--- config.mk ---
export PLATFORM = sky130hd
export DESIGN_NAME = aqpa_arbiter
export DESIGN_NICKNAME = d
export VERILOG_FILES = /design/src/rtl/aqpa_pkg.sv /design/src/rtl/aqpa_arbiter.sv
export SDC_FILE = /design/constraint.sdc
export NUM_CORES = 1
export LEC_CHECK = 0
export ABC_AREA = 1
export BUFFER_PORTS_ARGS = -buffer_cell sky130_fd_sc_hd__buf_2
export CAP_MARGIN = 10
export CELL_PAD_IN_SITES_DETAIL_PLACEMENT = 1
export CELL_PAD_IN_SITES_GLOBAL_PLACEMENT = 1
export CORE_UTILIZATION = 35
export CTS_CLUSTER_SIZE = 14
export DETAILED_ROUTE_END_ITERATION = 8
export PLACE_DENSITY = 0.92
export SLEW_MARGIN = 40
export SYNTH_ARGS = -nofsm -noshare
export SYNTH_HDL_FRONTEND = slang
export SYNTH_SLANG_ARGS = --single-unit
--- constraint.sdc ---
create_clock -name clock -period 1.61 [get_ports clock]
set_input_delay 0 -clock clock [delete_from_list [all_inputs] [get_ports clock]]
set_output_delay 0 -clock clock [all_outputs]
set_load 0.01 [all_outputs]
--- src/rtl/aqpa_pkg.sv ---
// Purpose: Shared constants and types of the two-queue converter arbiter
// Assumes: Plain register port, 32-bit data, byte offsets on word bounds
// Notes:   Status code table is local to this block
package aqpa_pkg;

    // Register port geometry
    localparam int ADDR_W = 8;
    localparam int DATA_W = 32;

    // Register offsets
    localparam logic [7:0] OFS_CTRL   = 8'h00;
    localparam logic [7:0] OFS_FLAGS  = 8'h04;
    localparam logic [7:0] OFS_STATUS = 8'h08;

    // Control register fields
    localparam int CTRL_RESUME_BIT = 0;
    localparam int CTRL_BASE_LSB   = 8;

    // Flag register bits, write one to clear
    localparam int FLG_CMP1 = 0;
    localparam int FLG_PAU1 = 1;
    localparam int FLG_OVR1 = 2;
    localparam int FLG_CMP2 = 3;
    localparam int FLG_PAU2 = 4;
    localparam int FLG_OVR2 = 5;
    localparam int FLG_W    = 6;

    // Status register fields
    localparam int STS_CODE_LSB = 0;
    localparam int STS_Q1_LSB   = 4;
    localparam int STS_Q2_LSB   = 8;
    localparam int STS_BUSY_BIT = 12;

    // Values after reset
    localparam logic [5:0] Q1_FIRST_IDX = 6'h00;
    localparam logic [5:0] BASE_RST     = 6'h20;
    localparam logic       RESUME_RST   = 1'b0;
    localparam logic [5:0] FLAGS_RST    = 6'h00;

    // Combined queue status codes {first queue, second queue}
    localparam logic [3:0] QS_II = 4'h0;
    localparam logic [3:0] QS_IP = 4'h1;
    localparam logic [3:0] QS_IA = 4'h2;
    localparam logic [3:0] QS_IT = 4'h3;
    localparam logic [3:0] QS_PI = 4'h4;
    localparam logic [3:0] QS_PP = 4'h5;
    localparam logic [3:0] QS_PA = 4'h6;
    localparam logic [3:0] QS_PT = 4'h7;
    localparam logic [3:0] QS_AI = 4'h8;
    localparam logic [3:0] QS_AP = 4'h9;
    localparam logic [3:0] QS_AS = 4'hA;
    localparam logic [3:0] QS_AT = 4'hB;

    // Condition of one queue
    typedef enum logic [2:0] {
        AQPA_IDLE    = 3'b000,
        AQPA_ACTIVE  = 3'b001,
        AQPA_PAUSED  = 3'b010,
        AQPA_PENDING = 3'b011,
        AQPA_SUSP    = 3'b100
    } aqpa_qstate_t;

endpackage

--- src/rtl/aqpa_arbiter.sv ---
// Purpose: Picks which of two command queues drives the single converter
// Assumes: Triggers are one-cycle pulses synchronous to clock
// Notes:   Sequencer reports each command end with pause and end flags
//
// How it works
// - Completion flag set when a queue reaches its end condition.
// - Pause flag set when a command with pause bit finishes, unless that command also ends the queue.
// - Trigger during unfinished service sets that queue's overrun flag.
// - Premature trigger is dropped, execution in progress untouched.
// - Extra triggers flag overrun; first trigger after completion restarts.
// - With subqueues, premature triggers flag overrun, execution continues.
// - Second queue trigger during first queue is pending, starts afterwards.
// - Repeated second queue triggers flag overrun, first queue undisturbed.
// - First queue trigger aborts second queue conversion and suspends it.
// - Resume select 0: suspended second queue restarts at first command.
// - Resume select 1: suspended second queue continues at aborted command.
// - Trigger while second queue suspended sets its overrun flag.
// - Freeze lets the running conversion finish, no abort.
// - After freeze, execution resumes with the next command.
// - Triggers during freeze are not captured.
// - Pending second queue trigger survives freeze, acted on afterwards.
// - Second queue suspended across freeze resumes when first queue ends.
// - Four-bit code reports combined condition of both queues.
// - Codes 0011 and 0111 are brief transitions, except that freeze holds them until it drops.
// - Trigger sources are merged outside; one pulse per queue.
// - Simultaneous triggers: first queue runs, second becomes pending.
// - After a pause command the queue waits paused for a trigger.
//
// Local design decisions: the strobed register port and the placing of the registers.
`timescale 1ns/100ps
module aqpa_arbiter (
    input  wire logic                        clock,
    input  wire logic                        rst_n,
    input  wire logic                        trig1,
    input  wire logic                        trig2,
    input  wire logic                        freeze,
    input  wire logic                        cmd_done,
    input  wire logic                        cmd_pause,
    input  wire logic                        cmd_eoq,
    output logic                             cmd_start,
    output logic                             cmd_abort,
    output logic                             cmd_queue,
    output logic [5:0]                       cmd_index,
    input  wire logic [aqpa_pkg::ADDR_W-1:0] addr,
    input  wire logic [aqpa_pkg::DATA_W-1:0] wr_data,
    input  wire logic                        wr_en,
    input  wire logic                        rd_en,
    output logic [aqpa_pkg::DATA_W-1:0]      rd_data
);
    import aqpa_pkg::*;

    logic              t1_r;
    logic              t2_r;
    logic              frz_r;
    aqpa_qstate_t      q1_r;
    aqpa_qstate_t      q1_nxt;
    aqpa_qstate_t      q2_r;
    aqpa_qstate_t      q2_nxt;
    logic [5:0]        idx1_r;
    logic [5:0]        idx1_nxt;
    logic [5:0]        idx2_r;
    logic [5:0]        idx2_nxt;
    logic              busy_r;
    logic              busy_nxt;
    logic              own_r;
    logic [FLG_W-1:0]  flags_r;
    logic [FLG_W-1:0]  flags_set;
    logic [FLG_W-1:0]  flags_clr;
    logic              resume_r;
    logic [5:0]        base_r;
    logic [3:0]        code_w;
    logic [DATA_W-1:0] rd_mux;

    // merged trigger capture
    // Triggers and freeze registered once so every decision sees one clean cycle
    always_ff @(posedge clock) begin
        if (!rst_n) begin
            t1_r  <= 1'b0;
            t2_r  <= 1'b0;
            frz_r <= 1'b0;
        end else begin
            t1_r  <= trig1;
            t2_r  <= trig2;
            frz_r <= freeze;
        end
    end

    // Command end decode for the queue that owns the converter
    wire done1  = cmd_done & busy_r & ~own_r;
    wire done2  = cmd_done & busy_r & own_r;
    wire end1   = done1 & cmd_eoq;
    wire end2   = done2 & cmd_eoq;
    // End of queue wins over a pause in the same command
    wire pause1 = done1 & cmd_pause & ~cmd_eoq;
    wire pause2 = done2 & cmd_pause & ~cmd_eoq;

    wire take1  = t1_r & ~frz_r;
    wire take2  = t2_r & ~frz_r;
    wire ready1 = (q1_r == AQPA_IDLE) | (q1_r == AQPA_PAUSED);
    wire ready2 = (q2_r == AQPA_IDLE) | (q2_r == AQPA_PAUSED);
    wire go1    = take1 & ready1;
    wire go2    = take2 & ready2;
    // overrun on busy queue, trigger dropped
    wire ovr1   = take1 & ~ready1;
    // suspended or pending also counts as busy
    wire ovr2   = take2 & ~ready2;
    wire preempt   = go1 & (q2_r == AQPA_ACTIVE);
    wire abort_now = preempt & busy_r & own_r & ~cmd_done;
    wire q1_hold   = (q1_nxt == AQPA_ACTIVE);
    wire wake2     = ((q2_r == AQPA_PENDING) | (q2_r == AQPA_SUSP))
                     & ~q1_hold & ~frz_r;

    wire can_start = ~busy_r & ~frz_r;
    wire start1    = can_start & (q1_r == AQPA_ACTIVE);
    wire start2    = can_start & ~start1 & ~go1
                     & (q2_r == AQPA_ACTIVE) & (q1_r != AQPA_ACTIVE);

    // First queue next condition
    always_comb begin
        q1_nxt   = q1_r;
        idx1_nxt = idx1_r;
        if (end1) begin
            q1_nxt   = AQPA_IDLE;
            idx1_nxt = Q1_FIRST_IDX;
        end else if (pause1) begin
            q1_nxt   = AQPA_PAUSED;
            idx1_nxt = idx1_r + 6'h01;
        end else if (done1) begin
            idx1_nxt = idx1_r + 6'h01;
        end
        if (go1) begin
            q1_nxt = AQPA_ACTIVE;
            if (q1_r == AQPA_IDLE) begin
                idx1_nxt = Q1_FIRST_IDX;
            end
        end
    end

    // Second queue next condition
    always_comb begin
        q2_nxt   = q2_r;
        idx2_nxt = idx2_r;
        if (end2) begin
            q2_nxt   = AQPA_IDLE;
        end else if (pause2) begin
            q2_nxt   = AQPA_PAUSED;
            idx2_nxt = idx2_r + 6'h01;
        end else if (done2) begin
            idx2_nxt = idx2_r + 6'h01;
        end
        if (preempt && q2_nxt == AQPA_ACTIVE) begin
            q2_nxt = AQPA_SUSP;
        end
        // hold trigger while first queue runs
        if (go2) begin
            q2_nxt = q1_hold ? AQPA_PENDING : AQPA_ACTIVE;
            if (q2_r == AQPA_IDLE) begin
                idx2_nxt = base_r;
            end
        end
        // wake once first queue is done
        if (wake2) begin
            q2_nxt = AQPA_ACTIVE;
            if (q2_r == AQPA_SUSP && !resume_r) begin
                idx2_nxt = base_r;
            end
        end
    end

    // Converter ownership; abort frees it at once
    always_comb begin
        busy_nxt = busy_r;
        if (start1 || start2) begin
            busy_nxt = 1'b1;
        end else if (cmd_done || abort_now) begin
            busy_nxt = 1'b0;
        end
    end

    always_ff @(posedge clock) begin
        if (!rst_n) begin
            q1_r   <= AQPA_IDLE;
            q2_r   <= AQPA_IDLE;
            idx1_r <= Q1_FIRST_IDX;
            idx2_r <= BASE_RST;
            busy_r <= 1'b0;
        end else begin
            q1_r   <= q1_nxt;
            q2_r   <= q2_nxt;
            idx1_r <= idx1_nxt;
            idx2_r <= idx2_nxt;
            busy_r <= busy_nxt;
        end
    end

    // Command issue towards the sequencer
    always_ff @(posedge clock) begin
        if (!rst_n) begin
            own_r     <= 1'b0;
            cmd_start <= 1'b0;
            cmd_abort <= 1'b0;
            cmd_queue <= 1'b0;
            cmd_index <= Q1_FIRST_IDX;
        end else begin
            cmd_start <= start1 | start2;
            cmd_abort <= abort_now;
            if (start1 || start2) begin
                own_r     <= start2;
                cmd_queue <= start2;
                cmd_index <= start1 ? idx1_r : idx2_r;
            end
        end
    end

    // Sticky flags; a set in the clearing cycle survives
    assign flags_set[FLG_CMP1] = end1;
    assign flags_set[FLG_PAU1] = pause1;
    assign flags_set[FLG_OVR1] = ovr1;
    assign flags_set[FLG_CMP2] = end2;
    assign flags_set[FLG_PAU2] = pause2;
    assign flags_set[FLG_OVR2] = ovr2;
    wire wr_ctrl  = wr_en & (addr == OFS_CTRL);
    wire wr_flags = wr_en & (addr == OFS_FLAGS);
    assign flags_clr = wr_flags ? wr_data[FLG_W-1:0] : FLAGS_RST;

    always_ff @(posedge clock) begin
        if (!rst_n) begin
            flags_r  <= FLAGS_RST;
            resume_r <= RESUME_RST;
            base_r   <= BASE_RST;
        end else begin
            flags_r <= (flags_r & ~flags_clr) | flags_set;
            if (wr_ctrl) begin
                resume_r <= wr_data[CTRL_RESUME_BIT];
                base_r   <= wr_data[CTRL_BASE_LSB +: 6];
            end
        end
    end

    // combined status code
    // Suspended without an active first queue is a one-cycle hand back while not frozen
    always_comb begin
        code_w = QS_II;
        case (q1_r)
            AQPA_IDLE: begin
                case (q2_r)
                    AQPA_IDLE:   code_w = QS_II;
                    AQPA_PAUSED: code_w = QS_IP;
                    AQPA_ACTIVE: code_w = QS_IA;
                    default:     code_w = QS_IT;
                endcase
            end
            AQPA_PAUSED: begin
                case (q2_r)
                    AQPA_IDLE:   code_w = QS_PI;
                    AQPA_PAUSED: code_w = QS_PP;
                    AQPA_ACTIVE: code_w = QS_PA;
                    default:     code_w = QS_PT;
                endcase
            end
            default: begin
                case (q2_r)
                    AQPA_IDLE:   code_w = QS_AI;
                    AQPA_PAUSED: code_w = QS_AP;
                    AQPA_SUSP:   code_w = QS_AS;
                    default:     code_w = QS_AT;
                endcase
            end
        endcase
    end

    // Read mux; unmapped offsets read zero
    always_comb begin
        rd_mux = '0;
        case (addr)
            OFS_CTRL: begin
                rd_mux[CTRL_RESUME_BIT]      = resume_r;
                rd_mux[CTRL_BASE_LSB +: 6]   = base_r;
            end
            OFS_FLAGS: begin
                rd_mux[FLG_W-1:0]            = flags_r;
            end
            OFS_STATUS: begin
                rd_mux[STS_CODE_LSB +: 4]    = code_w;
                rd_mux[STS_Q1_LSB +: 3]      = q1_r;
                rd_mux[STS_Q2_LSB +: 3]      = q2_r;
                rd_mux[STS_BUSY_BIT]         = busy_r;
            end
            default: rd_mux = '0;
        endcase
    end

    // Read data valid only in the cycle after the strobe
    always_ff @(posedge clock) begin
        if (!rst_n) begin
            rd_data <= '0;
        end else begin
            rd_data <= rd_en ? rd_mux : '0;
        end
    end
endmodule

==> metrics.cfg <==
[final_layout]
final_util_pct=48.5
multi_input_area_um2=1310
mostFrequentLayoutCells=nand2_1 (69), dfxtp_1 (52), inv_1 (51), buf_2 (51), nor2_1 (40)
seqCellArea_um2=1150
finalInstanceArea_um2=3560
final_layout_size_suffix_gt1_share_pct=25.4
final_common_cell=nand2_1
syn2layout_area_growth_pct=32.2
nFillCells=912
instances_no_fill=571
fin_nets=519
antenna_cells=0

[min_path]
hold_class=in2reg

[floorplanning]
die_w_um=89.7
ios=91
initial_utilization_pct=36.7
fp-row-count=31
die-area_um2=8050
fp.dieH_um=89.7
core_um2=7330

[cts]
clock-root-buffer=clkbuf_8
clock_latency_ns=0.35
cts_sinks=57
numCtsBuffers=9
clk_path_buf_depth=2
cts.clk_slew.worst_paths_ns=0.07
cts_tree=done
h-tree-depth=3

[yosys]
ys.flop_type=dfxtp_1
synth_warnings=0
synth_edf_count=0
synth_cells=372
postSynth.asyncResetShare_pct=0
synth_top_area_share_pct=42.4
synthTopCellsByArea=dfxtp_1 (42%), nand2_1 (9.9%), inv_1 (7.2%), a21oi_1 (6.1%), nor2_1 (6.0%)
yosysTopAreaCell=dfxtp_1
synth.distinct_cells=31
synth_seq_cells=57
yosysSeqAreaShare_pct=42.4
syn_area_per_cell_um2=7.24
syn-cell-area_um2=2690

[detailed_routing]
wl_per_cell_um=16.0
vias=2868
drt_pass1_iterations=4
drt-total-wl_um=9160
viasPerCell=5.02
drc_errors=0
dr.first_iter.drc_count=156
ant_nets=0

[timing]
fin_crit_ns=1.55
finClkSkew_ns=0.00962
setup_tns_ns=0
post-route-period-util_pct=96.3
finalHoldViolCount=0
worst_pin_slew_ns=0.539
drv_slew=0
relSlewSlack_pct=64.0
timing.fmax_mhz=645
setup_violations=0

[global_routing]
grt_max_degree=18
grt_pass1_wl_um=13800
antenna_found_initial=0
grt_pass1_vias=2941
gr-usage-all-layers_pct=21.6
overflow=0

[worst_setup_path]
endpoint_kind=flop
crit_fanout=11
path_class=reg2reg
startpoint_type=flop
required_ns=1.85
worstPathArrival_ns=1.79

[placed_design]
placed_area_um2=3030
gp_congestion=0.840
dp_cells=525
io_buffers=51
hpwl_um=5560

[power_and_ir_drop]
p_per_area_nw_per_um2=866
power.static_leakage_nw=1.61
ir_worst_vdd_mv=0.511

[run_status]
outcome=completed

[flow_run]
maxCapViolCount=0

critical path, stage by stage (launching register included):
cell and delay, ns:
dfxtp_2 0.38, nor2_1 0.20, nand4_1 0.19, buf_4 0.23, mux2_2 0.28, nor2_1 0.09, nor2_1 0.05
through the flow:
stage	hold WS (ns)	setup WS (ns)	total power, W
2_1_floorplan	0.0789	0.196	0.00175
3_3_place_gp	0.185	0.0877	0.00184
3_5_place_dp	0.210	0.0149	0.00185
4_1_cts	0.0318	0.0165	0.00304
6_report	0.0352	0.0591	0.00308
5_1_grt	0.0498	-0.0489	0.00320
state kept, by name, summed over array words and instances, names as in the netlist:
register / count
rd_data: 13
q2_r: 3
busy_r: 1
base_r: 6
cmd_start: 1
flags_r: 6
cmd_index: 6
own_r: 1
idx1_r: 6
cmd_abort: 1
resume_r: 1
t2_r: 1
q1_r: 3
idx2_r: 6
frz_r: 1
t1_r: 1
cells by family (layout without fill, tap and decap cells):
kind of cell / Yosys count / count (layout) / share of synthesized area, %
AND/OR/NAND/NOR: 159 / 159 / 26.5
buffers and inverters: 79 / 161 / 14.4
AO/OA/AOI/OAI: 72 / 72 / 15.0
flip-flops: 57 / 57 / 42.4
adder cells (fa/ha/maj): 2 / 2 / 0.929
other: 1 / 19 / 0.139
XOR/XNOR: 1 / 1 / 0.325
multiplexers: 1 / 1 / 0.418
per-layer routing:
metal | GRT usage (%) | share of wire (%)
met2 | 37.4 | 51
met1 | 24.3 | 40
met5 | 0 | 0
met4 | 9.97 | 3.2
met3 | 6.77 | 5.5
synth_stat cells (3+ instances only):
library cell  number
nand2_1           71
dfxtp_1           57
inv_1             52
nor2_1            43
a21oi_1           33
o21ai_0           22
buf_4             20
nand3_1           18
a211oi_1           7
nor3_1             6
nand2_2            5
clkbuf_1           4
nand4_1            4
o32ai_1            4
nand3_2            3
o211ai_1           3
power by group:
part / switching, W / internal (W)
registers: 0.0000431 / 0.00145
logic: 0.000250 / 0.000171
clock network: 0.000617 / 0.000546
path summary, 6_finish.rpt:
kind	start	cells after the start	slack, ns	endpoint
worst min-delay path	rd_en	5	0.04	rd_data[0]
worst max register to register	frz_r	6	0.06	cmd_index[4]
worst min register to register	flags_r[0]	2	0.48	flags_r[0]
worst max-delay path	frz_r	6	0.06	cmd_index[4]
final cells by class:
| class | instances | share of cell area [%] |
|---|---|---|
| clock inverters | 6 | 0.985 |
| clock buffers | 10 | 3.59 |
| repair buffers | 92 | 17.3 |
| inverters | 53 | 5.59 |
| flip-flops and latches | 57 | 32.3 |
| well taps | 99 | 3.48 |
| multi-input cells | 254 | 36.7 |
timing repair:
action	4_1_cts	5_1_grt
endpoints found under the hold margin	17	0
endpoints found under the setup margin	6	19
setup buffers	2	7
pin swaps	1	6
gates resized for setup	1	23
hold buffers	21	0
Power figures use the tool's default switching activity.
